===== config.mk =====
export PLATFORM = sky130hd
export DESIGN_NAME = psc_top
export DESIGN_NICKNAME = d
export VERILOG_FILES = /design/src/psc_sync2.v /design/src/psc_top.v
export VERILOG_INCLUDE_DIRS = /design/src /design/src/src
export SDC_FILE = /design/constraint.sdc
export NUM_CORES = 1
export LEC_CHECK = 0
export BUFFER_PORTS_ARGS = -buffer_cell sky130_fd_sc_hd__buf_2
export CAP_MARGIN = 20
export CORE_ASPECT_RATIO = 0.6
export CORE_MARGIN = 2
export CORE_UTILIZATION = 30
export CTS_BUF_LIST = sky130_fd_sc_hd__clkbuf_2
export CTS_CLUSTER_SIZE = 16
export DETAILED_ROUTE_END_ITERATION = 8
export MAX_ROUTING_LAYER = met4
export SLEW_MARGIN = 20
export SYNTH_ARGS = -nofsm -noshare
export SYNTH_HDL_FRONTEND = slang
export SYNTH_HIERARCHICAL = 1
export SYNTH_SLANG_ARGS = --single-unit

===== constraint.sdc =====
create_clock -name CLK_IN -period 1.5 [get_ports CLK_IN]
set_input_delay 0.3 -clock CLK_IN [delete_from_list [all_inputs] [get_ports CLK_IN]]
set_output_delay 0.3 -clock CLK_IN [all_outputs]
set_load 0.02 [all_outputs]

===== src/psc_defines.vh =====
// Constants for the processor sideband control block
`ifndef PSC_DEFINES_VH
`define PSC_DEFINES_VH

// ----------------------------------------------------------------
// Machine check configuration field positions
// ----------------------------------------------------------------
`define PSC_MC_EN_BIT 0
`define PSC_MC_INTERNAL_ERROR_N_BIT 1
`define PSC_MC_INIT_BIT 2
`define PSC_MC_ANY_BIT 3
`define PSC_MC_CFG_W 4

// ----------------------------------------------------------------
// Reset values and timing
// ----------------------------------------------------------------
`define PSC_LIC_EN_RST 1'h1
`define PSC_SYNC_RST 1'h0
`define PSC_TCC_HOLD_NS 40
`define PSC_CLK_PERIOD_NS 4
`define PSC_TCC_HOLD_CYC ((`PSC_TCC_HOLD_NS + `PSC_CLK_PERIOD_NS - 1) / `PSC_CLK_PERIOD_NS)
`define PSC_TCC_CNT_W 4

`endif


===== src/psc_sync2.v =====
// Two-stage synchronizer for an asynchronous level
`timescale 1ns/1ps
module psc_sync2 (
    input wire clk_in,
    input wire srst_in,
    input wire async_in,
    output wire sync_out
);
    reg meta_q;
    reg sync_q;

    // ----------------------------------------------------------------
    // Synchronizer stages
    // ----------------------------------------------------------------
    // First stage read only by second stage
    always @(posedge clk_in) begin
        if (srst_in) begin
            meta_q <= 1'h0;
            sync_q <= 1'h0;
        end else begin
            meta_q <= async_in;
            sync_q <= meta_q;
        end
    end

    assign sync_out = sync_q;
endmodule // psc_sync2


===== src/psc_top.v =====
// Sideband control logic: numeric error, soft init, local irqs, lock, errors, thermal
`timescale 1ns/1ps
`include "psc_defines.vh"
module psc_top (
    input wire CLK_IN,
    input wire SRST_IN,
    // Asynchronous pins; local irqs and temperature sense active high, the others active low
    input wire NUMERIC_ERROR_IGNORE_N_IN,
    input wire SOFT_INIT_N_IN,
    input wire [1:0] LOCAL_IRQ_IN,
    input wire OVER_TEMP_SENSE_IN,
    input wire MACHINE_CHECK_ERROR_N_IN,
    // Core-side, same clock
    input wire NATIVE_ERROR_REPORT_BIT_IN,
    input wire FP_ERROR_EVENT_IN,
    input wire FP_NONCONTROL_OP_IN,
    input wire LIC_DISABLE_IN,
    input wire LIC_ENABLE_IN,
    input wire INTERNAL_ERROR_EVENT_IN,
    input wire BUS_ERROR_SEEN_IN,
    input wire BUS_INITIATOR_IN,
    input wire [`PSC_MC_CFG_W-1:0] MC_CFG_IN,
    input wire TCC_ENABLE_IN,
    input wire SNOOP_REQ_IN,
    input wire LOCKED_SEQ_START_IN,
    input wire LOCKED_SEQ_END_IN,
    // Outputs
    output reg FP_EXCEPTION_OUT,
    output reg INT_REG_RESET_OUT,
    output reg FETCH_RESET_VECTOR_OUT,
    output reg SNOOP_ACK_OUT,
    output reg MASKABLE_IRQ_OUT,
    output reg NONMASKABLE_IRQ_OUT,
    output reg [1:0] LOCAL_IRQ_OUT,
    output reg LIC_ENABLED_OUT,
    output reg ATOMIC_HOLD_N_OUT,
    output reg ATOMIC_HOLD_N_OE_N_OUT,
    output reg MACHINE_CHECK_ERROR_N_OUT,
    output reg MACHINE_CHECK_ERROR_N_OE_N_OUT,
    output reg MACHINE_CHECK_SEEN_OUT,
    output reg INTERNAL_ERROR_N_OUT,
    output reg OVER_TEMPERATURE_N_OUT,
    output reg TCC_ACTIVE_OUT
);
    // ----------------------------------------------------------------
    // Synchronized inputs
    // ----------------------------------------------------------------
    wire numeric_error_ignore_n_n_s;
    wire init_n_s;
    wire irq0_s;
    wire irq1_s;
    wire hot_s;
    wire machine_check_error_n_n_s;

    psc_sync2 u_sync_numeric_error_ignore_n (.clk_in(CLK_IN), .srst_in(SRST_IN),
        .async_in(NUMERIC_ERROR_IGNORE_N_IN), .sync_out(numeric_error_ignore_n_n_s));
    psc_sync2 u_sync_init (.clk_in(CLK_IN), .srst_in(SRST_IN),
        .async_in(SOFT_INIT_N_IN), .sync_out(init_n_s));
    psc_sync2 u_sync_irq0 (.clk_in(CLK_IN), .srst_in(SRST_IN),
        .async_in(LOCAL_IRQ_IN[0]), .sync_out(irq0_s));
    psc_sync2 u_sync_irq1 (.clk_in(CLK_IN), .srst_in(SRST_IN),
        .async_in(LOCAL_IRQ_IN[1]), .sync_out(irq1_s));
    psc_sync2 u_sync_hot (.clk_in(CLK_IN), .srst_in(SRST_IN),
        .async_in(OVER_TEMP_SENSE_IN), .sync_out(hot_s));
    psc_sync2 u_sync_machine_check_error_n (.clk_in(CLK_IN), .srst_in(SRST_IN),
        .async_in(MACHINE_CHECK_ERROR_N_IN), .sync_out(machine_check_error_n_n_s));

    // ----------------------------------------------------------------
    // Numeric error handling
    // ----------------------------------------------------------------
    reg fp_pend_q;
    reg init_prev_q;
    reg lic_en_q;
    reg lock_q;
    reg internal_error_n_q;
    reg [`PSC_TCC_CNT_W-1:0] tcc_cnt_q;

    // Hold count cut to the counter width on purpose
    localparam [31:0] TCC_HOLD_FULL = `PSC_TCC_HOLD_CYC;
    localparam [`PSC_TCC_CNT_W-1:0] TCC_HOLD = TCC_HOLD_FULL[`PSC_TCC_CNT_W-1:0];

    // Ignore input counts only when native reporting is off
    wire ignore_act = ~numeric_error_ignore_n_n_s & ~NATIVE_ERROR_REPORT_BIT_IN;
    wire init_act = ~init_n_s;

    // Pending float error and exception on next noncontrol op
    always @(posedge CLK_IN) begin
        if (SRST_IN) begin
            fp_pend_q <= 1'h0;
            FP_EXCEPTION_OUT <= 1'h0;
        end else begin
            FP_EXCEPTION_OUT <= 1'h0;
            if (FP_ERROR_EVENT_IN) begin
                fp_pend_q <= 1'h1; // Set wins over clear
            end else if (FP_NONCONTROL_OP_IN && fp_pend_q && !ignore_act) begin
                FP_EXCEPTION_OUT <= 1'h1;
                fp_pend_q <= 1'h0;
            end
            // Ignore asserted: error stays pending, op proceeds
        end
    end

    // ----------------------------------------------------------------
    // Soft init and snoops
    // ----------------------------------------------------------------
    // Integer reset while held, vector fetch on release; float state untouched
    always @(posedge CLK_IN) begin
        if (SRST_IN) begin
            init_prev_q <= 1'h0;
            INT_REG_RESET_OUT <= 1'h0;
            FETCH_RESET_VECTOR_OUT <= 1'h0;
            SNOOP_ACK_OUT <= 1'h0;
        end else begin
            init_prev_q <= init_act;
            INT_REG_RESET_OUT <= init_act;
            FETCH_RESET_VECTOR_OUT <= init_prev_q & ~init_act;
            SNOOP_ACK_OUT <= SNOOP_REQ_IN;
        end
    end

    // ----------------------------------------------------------------
    // Local interrupt inputs
    // ----------------------------------------------------------------
    // Controller enabled after reset; software may switch it
    always @(posedge CLK_IN) begin
        if (SRST_IN) begin
            lic_en_q <= `PSC_LIC_EN_RST;
            LIC_ENABLED_OUT <= `PSC_LIC_EN_RST;
            MASKABLE_IRQ_OUT <= 1'h0;
            NONMASKABLE_IRQ_OUT <= 1'h0;
            LOCAL_IRQ_OUT <= 2'h0;
        end else begin
            if (LIC_DISABLE_IN) begin
                lic_en_q <= 1'h0;
            end else if (LIC_ENABLE_IN) begin
                lic_en_q <= 1'h1;
            end
            LIC_ENABLED_OUT <= lic_en_q;
            MASKABLE_IRQ_OUT <= ~lic_en_q & irq0_s;
            NONMASKABLE_IRQ_OUT <= ~lic_en_q & irq1_s;
            LOCAL_IRQ_OUT <= lic_en_q ? {irq1_s, irq0_s} : 2'h0;
        end
    end

    // ----------------------------------------------------------------
    // Atomic sequence hold, open drain
    // ----------------------------------------------------------------
    // Held from a start until the next end; priority agent waits on it
    always @(posedge CLK_IN) begin
        if (SRST_IN) begin
            lock_q <= 1'h0;
            ATOMIC_HOLD_N_OUT <= 1'h0;
            ATOMIC_HOLD_N_OE_N_OUT <= 1'h1;
        end else begin
            if (LOCKED_SEQ_START_IN) begin
                lock_q <= 1'h1;
            end else if (LOCKED_SEQ_END_IN) begin
                lock_q <= 1'h0;
            end
            ATOMIC_HOLD_N_OUT <= 1'h0;
            ATOMIC_HOLD_N_OE_N_OUT <= ~(lock_q | LOCKED_SEQ_START_IN);
        end
    end

    // ----------------------------------------------------------------
    // Internal and machine check errors
    // ----------------------------------------------------------------
    wire mc_en = MC_CFG_IN[`PSC_MC_EN_BIT];
    wire mc_fire = mc_en & ((MC_CFG_IN[`PSC_MC_INTERNAL_ERROR_N_BIT] & INTERNAL_ERROR_EVENT_IN) |
        (MC_CFG_IN[`PSC_MC_INIT_BIT] & BUS_INITIATOR_IN & BUS_ERROR_SEEN_IN) |
        (MC_CFG_IN[`PSC_MC_ANY_BIT] & BUS_ERROR_SEEN_IN));

    // Internal error sticky to reset; machine check pulsed per event
    always @(posedge CLK_IN) begin
        if (SRST_IN) begin
            internal_error_n_q <= 1'h0;
            INTERNAL_ERROR_N_OUT <= 1'h1;
            MACHINE_CHECK_ERROR_N_OUT <= 1'h0;
            MACHINE_CHECK_ERROR_N_OE_N_OUT <= 1'h1;
            MACHINE_CHECK_SEEN_OUT <= 1'h0;
        end else begin
            if (INTERNAL_ERROR_EVENT_IN) begin
                internal_error_n_q <= 1'h1;
            end
            INTERNAL_ERROR_N_OUT <= ~(internal_error_n_q | INTERNAL_ERROR_EVENT_IN);
            MACHINE_CHECK_ERROR_N_OUT <= 1'h0;
            MACHINE_CHECK_ERROR_N_OE_N_OUT <= ~mc_fire;
            MACHINE_CHECK_SEEN_OUT <= ~machine_check_error_n_n_s;
        end
    end

    // ----------------------------------------------------------------
    // Thermal monitoring
    // ----------------------------------------------------------------
    // Thermal control held a short time after over-temperature drops
    always @(posedge CLK_IN) begin
        if (SRST_IN) begin
            OVER_TEMPERATURE_N_OUT <= 1'h1;
            TCC_ACTIVE_OUT <= 1'h0;
            tcc_cnt_q <= {`PSC_TCC_CNT_W{1'h0}};
        end else begin
            OVER_TEMPERATURE_N_OUT <= ~hot_s;
            if (hot_s && TCC_ENABLE_IN) begin
                TCC_ACTIVE_OUT <= 1'h1;
                tcc_cnt_q <= TCC_HOLD;
            end else if (tcc_cnt_q != {`PSC_TCC_CNT_W{1'h0}}) begin
                tcc_cnt_q <= tcc_cnt_q - 1'h1;
            end else begin
                TCC_ACTIVE_OUT <= 1'h0;
            end
        end
    end
endmodule // psc_top


### Yosys cells after proc, flatten, opt, wreduce, memory -nomap -nowiden

Index checks and enable logic that the tools add are counted.

* muxes and demuxes: 11
* magnitude comparators: 0
* add/sub/neg operators: 1
* div/mod/pow operators: 0
* bitwise gates (word level): 22
* shift-type cells: 0
* reduce and logical (&&, ||, !) cells: 12
* multiply operators: 0
* equal/unequal tests: 1

Operators by type and width (number)
* $and A1 B1 Y1: 9
* $mux W1: 9
* $not A1 Y1: 9
* $mux W4: 2
* $reduce_bool A2 Y1: 4
* $reduce_or A2 Y1: 3
* $or A1 B1 Y1: 4
* $reduce_bool A4 Y1: 1
* $sub A4 B1 Y4 const B: 1
* $logic_and A1 B1 Y1: 3
* $ne A2 B2 Y1 const B: 1
* $logic_not A1 Y1: 1

* flip-flop bits (word level): 35
* latch bits: 0
* memory bits (read-only): 0
* output and inout port bits: 17
* logic and storage cells: 79
* memory bits (writable): 0
* memories: 0

### Depth between registers and ports, before layout

* depth in word-level cells: 6
* gate-level depth with buffers: 3

### Hierarchy

Netlist, hierarchy kept.

By module, submodules not included
* psc_top: instances 1, area each 739.5 um^2, seq. area each 460.4 um^2, cells each 71
* psc_sync2: instances 6, area each 52.6 um^2, seq. area each 40.0 um^2, cells each 4

### Worst setup path after synthesis

No wires, ideal clock.

* path kind: reg-to-reg
* start: register tcc_cnt_q[0]
* end: register TCC_ACTIVE_OUT
* cell stages (with the launch flop): 3
* buffers on the path: 0
* arrival time: 0.756 ns
* setup time: 0.126 ns
* path slack: 0.618 ns
* data required time: 1.374 ns
* cells stage by stage: dfxtp_1 > o41ai_1 > a21oi_1

* cells in the longest elaborated chain, start to end: 2

Ends and longest elaborated chain
* from (decl): RTL line psc_top.v:76 `` reg [`PSC_TCC_CNT_W-1:0] tcc_cnt_q; ``
* from (signal assigned): RTL line psc_top.v:200 `` tcc_cnt_q <= {`PSC_TCC_CNT_W{1'h0}}; ``
* from (signal assigned): RTL line psc_top.v:207 `tcc_cnt_q <= tcc_cnt_q - 1'h1;`
* $reduce_bool A4 Y1: RTL line psc_top.v:206 `` end else if (tcc_cnt_q != {`PSC_TCC_CNT_W{1'h0}}) begin ``
* $ne A2 B2 Y1 (no source line)
* to (signal assigned): RTL line psc_top.v:199 `TCC_ACTIVE_OUT <= 1'h0;`
* to (signal assigned): RTL line psc_top.v:204 `TCC_ACTIVE_OUT <= 1'h1;`
* to (signal assigned): RTL line psc_top.v:209 `TCC_ACTIVE_OUT <= 1'h0;`
* to (decl): RTL line psc_top.v:43 `output reg TCC_ACTIVE_OUT`

No other way between the ends.
A chain may end at the register's enable or synchronous reset.

### Worst setup path in the final report

* start: register TCC_ACTIVE_OUT
* end: output TCC_ACTIVE_OUT

No word-level cell between the ends.

==> flow_metrics.env <==
export IMPL_status="complete, no violations"
export IMPL_detail_route_antenna_nets=0
export IMPL_worstSetupStartpointType="flop"
export IMPL_whs_path_depth=2
export IMPL_ctsHoldBuffers=0
export IMPL_reg2reg_slack_ns=0.51
export IMPL_fmax_mhz=845.9
export IMPL_htree_levels=2
export IMPL_die_area_sq_mm=0.004022
export IMPL_place_hpwl_microns=1341
export IMPL_die_height_microns=49.93
export IMPL_finClkSkew_ns=0.001321
export IMPL_slew_viol_final=0
export IMPL_clk_pin_slew_ns=0.15
export IMPL_clkLatencyLatePin_ns=0.35
export IMPL_wl_per_cell_microns=10.35
export IMPL_synth_compound_area_share_pct=9.846
export IMPL_hold_end="FP_EXCEPTION_OUT$_SDFF_PP0_"
export IMPL_tns_ns=0
export IMPL_stdcell_count=181
export IMPL_synth_warnings=6
export IMPL_cts_tree="yes"
export IMPL_setup_ws_ns=0.3178
export IMPL_p_leak_nw=0.5781
export IMPL_grtUsageMet1_pct=11.84
export IMPL_crit_buf_inv=1
export IMPL_r2r_worst_path_cells=2
export IMPL_cts_setup_buffers=0
export IMPL_crit_family="flip-flops"
export IMPL_maxCapViolCount=0
export IMPL_path_max_fanout=2
export IMPL_synthMuxAreaShare_pct=0
export IMPL_firstDrtPassIters=4
export IMPL_synth_top_area_share_pct=66.43
export IMPL_yosys_area_share_adder_pct=0
export IMPL_dp_cells=175
export IMPL_grt_pass1_wl_microns=3029
export IMPL_grt_total_usage_pct=10.49
export IMPL_setup_viol=0
export IMPL_ys_seq_area_share_pct=66.43
export IMPL_yosys_area_share_simple_pct=18.98
export IMPL_gp_congestion=0.6626
export IMPL_drive_gt1_share_pct=33.82
export IMPL_drt_initial_drc_count=38
export IMPL_initial_core_util_pct=31.93
export IMPL_io_pins=41
export IMPL_viasPerCell=4.309
export IMPL_min_from="FP_ERROR_EVENT_IN"
export IMPL_rsz0062_at_grt="no"
export IMPL_drt_wl_total_microns=1873
export IMPL_slowest_delay_ns=0.37
export IMPL_netlist_area_sq_mm=0.001055
export IMPL_dp_slack_ns=0.3718
export IMPL_worstReg2RegStart="tcc_cnt_q[0]$_SDFFE_PP0P_"
export IMPL_ys_top_cells_by_area="dfxtp_1 (66%), nor2b_1 (7.7%), nor2_1 (3.6%)"
export IMPL_grt_max_degree=32
export IMPL_cts_num_sinks=35
export IMPL_grt_pass1_vias=739
export IMPL_r2r_end="TCC_ACTIVE_OUT$_SDFFE_PP0P_"
export IMPL_period_minus_slack_ns=1.182
export IMPL_critPathRequiredTime_ns=1.20
export IMPL_area_growth_pct=23.61
export IMPL_crit_chain="buf_2"
export IMPL_finalCritPeriodShare_pct=78.81
export IMPL_busiest_layer="met2"
export IMPL_synth_area_per_cell_sq_um=11.10
export IMPL_hold_viol=0
export IMPL_syn_inst=95
export IMPL_p_total_mw=1.486
export IMPL_synth_xor_area_share_pct=0
export IMPL_final_util_pct=39.47
export IMPL_synth_cell_type_count=26
export IMPL_cts_buffer_depth=2
export IMPL_slowest_stage="dfxtp_1"
export IMPL_slew_headroom_pct=65.34
export IMPL_tightest_slew_ns=0.5199
export IMPL_antenna_found_initial=0
export IMPL_nNetsFinal=161
export IMPL_startpoint="TCC_ACTIVE_OUT$_SDFFE_PP0P_"
export IMPL_reg_top3="tcc_cnt_q (4), LOCAL_IRQ_OUT (2)"
export IMPL_vias=780
export IMPL_ir_worst_vdd_v=0.0004769
export IMPL_largest_reg_flops=4
export IMPL_synth_seq_cells=35
export IMPL_cts_resized=0
export IMPL_drc=0
export IMPL_power_density_mw_per_mm2=1140
export IMPL_endpoint_kind="output port"
export IMPL_grt_ovfl_total=0
export IMPL_core_rowCount=16
export IMPL_use_met2_pct=15.42
export IMPL_grt_use_met3_pct=5.128
export IMPL_coreArea_sq_mm=0.003303
export IMPL_crit_type="flop to output port"
export IMPL_hp_class="input port to flop"
export IMPL_die_x_microns=80.55
export IMPL_synth_top_family_by_area="simple AND/OR/NAND/NOR gates"
export IMPL_cts_buffers=5
export IMPL_cp_data_arrival_time_ns=0.88
export IMPL_portBuffers=38
export IMPL_root_buffer="clkbuf_2"
export IMPL_synth_top_area_cell="dfxtp_1"
export IMPL_antenna_cells=0
export IMPL_top_register="tcc_cnt_q"
## area by class of cell
class / instances / area, sq um
inverters: 4 / 15.01
repair buffers: 38 / 190.2
flip-flops and latches: 35 / 700.7
fillers: 341 / 1999
well taps: 45 / 56.30
multi-input cells: 53 / 311.5
clock buffers: 6 / 30.03
## routing by layer
metal / share of wire, % / wire length (microns)
met4: 2.0 / 38
met1: 45 / 844
met2: 42 / 793
met5: 0 / 0
met3: 10 / 196
## cell usage in the layout (no fill, tap or decap), drive strengths merged, types with 2 or more instances in the layout
cell type  count
dfxtp         35
buf           38
inv            4
clkbuf         6
nand2          4
o21ai          3
conb           2
nand3b         2
a21oi          4
nor2          10
nor2b         13
o21bai         2
nor3b          2
## kinds of logic (layout without fill, tap and decap cells)
| kind of cell | count (synthesis) | count (layout) |
|---|---|---|
| flops | 35 | 35 |
| buf+inv | 8 | 48 |
| compound gates | 15 | 15 |
| other cells | 1 | 2 |
| simple gates | 36 | 36 |
## power breakdown
part           switching (mW)  leakage, nW  internal (mW)
sequential             0.0163        0.289          0.970
combinational          0.0673        0.265         0.0556
clock                   0.271       0.0249          0.106
total                   0.355        0.578           1.13
## how the worst max path moves through the flow
stage          slack (ns)  cells past startpoint                           to
6_report             0.32                      1               TCC_ACTIVE_OUT
3_3_place_gp         0.43                      3          lock_q$_SDFFE_PP0P_
3_5_place_dp         0.37                      3          lock_q$_SDFFE_PP0P_
2_1_floorplan        0.62                      2  TCC_ACTIVE_OUT$_SDFFE_PP0P_
5_1_grt              0.25                      1               TCC_ACTIVE_OUT
4_1_cts              0.30                      1            INT_REG_RESET_OUT
## through the flow
step | hold WS [ns] | cell area, sq um
final | 0.1109 | 1304
after global placement | 0.3809 | 1274
after floorplan | 0.3682 | 1059
after CTS | 0.07878 | 1304
after detailed placement | 0.3875 | 1274
after global routing | 0.07616 | 1304
## cell usage after synthesis
cell        n
nor3b_1     2
nand2_1     4
a31oi_1     1
dfxtp_1    35
o21bai_1    2
nor2b_1    13
o21ai_1     1
buf_2       1
nor2_1     10
nand3_1     1
buf_4       2
conb_1      1
inv_1       4
buf_6       1
nand2b_1    1
nand3b_1    2
o21ai_0     2
o41ai_1     1
o31ai_1     1
a22oi_1     1
nor4b_1     1
or2_1       1
a221oi_1    1
nor3_2      1
a2111oi_2   1
a21oi_1     4
Power figures use the tool's default switching activity.
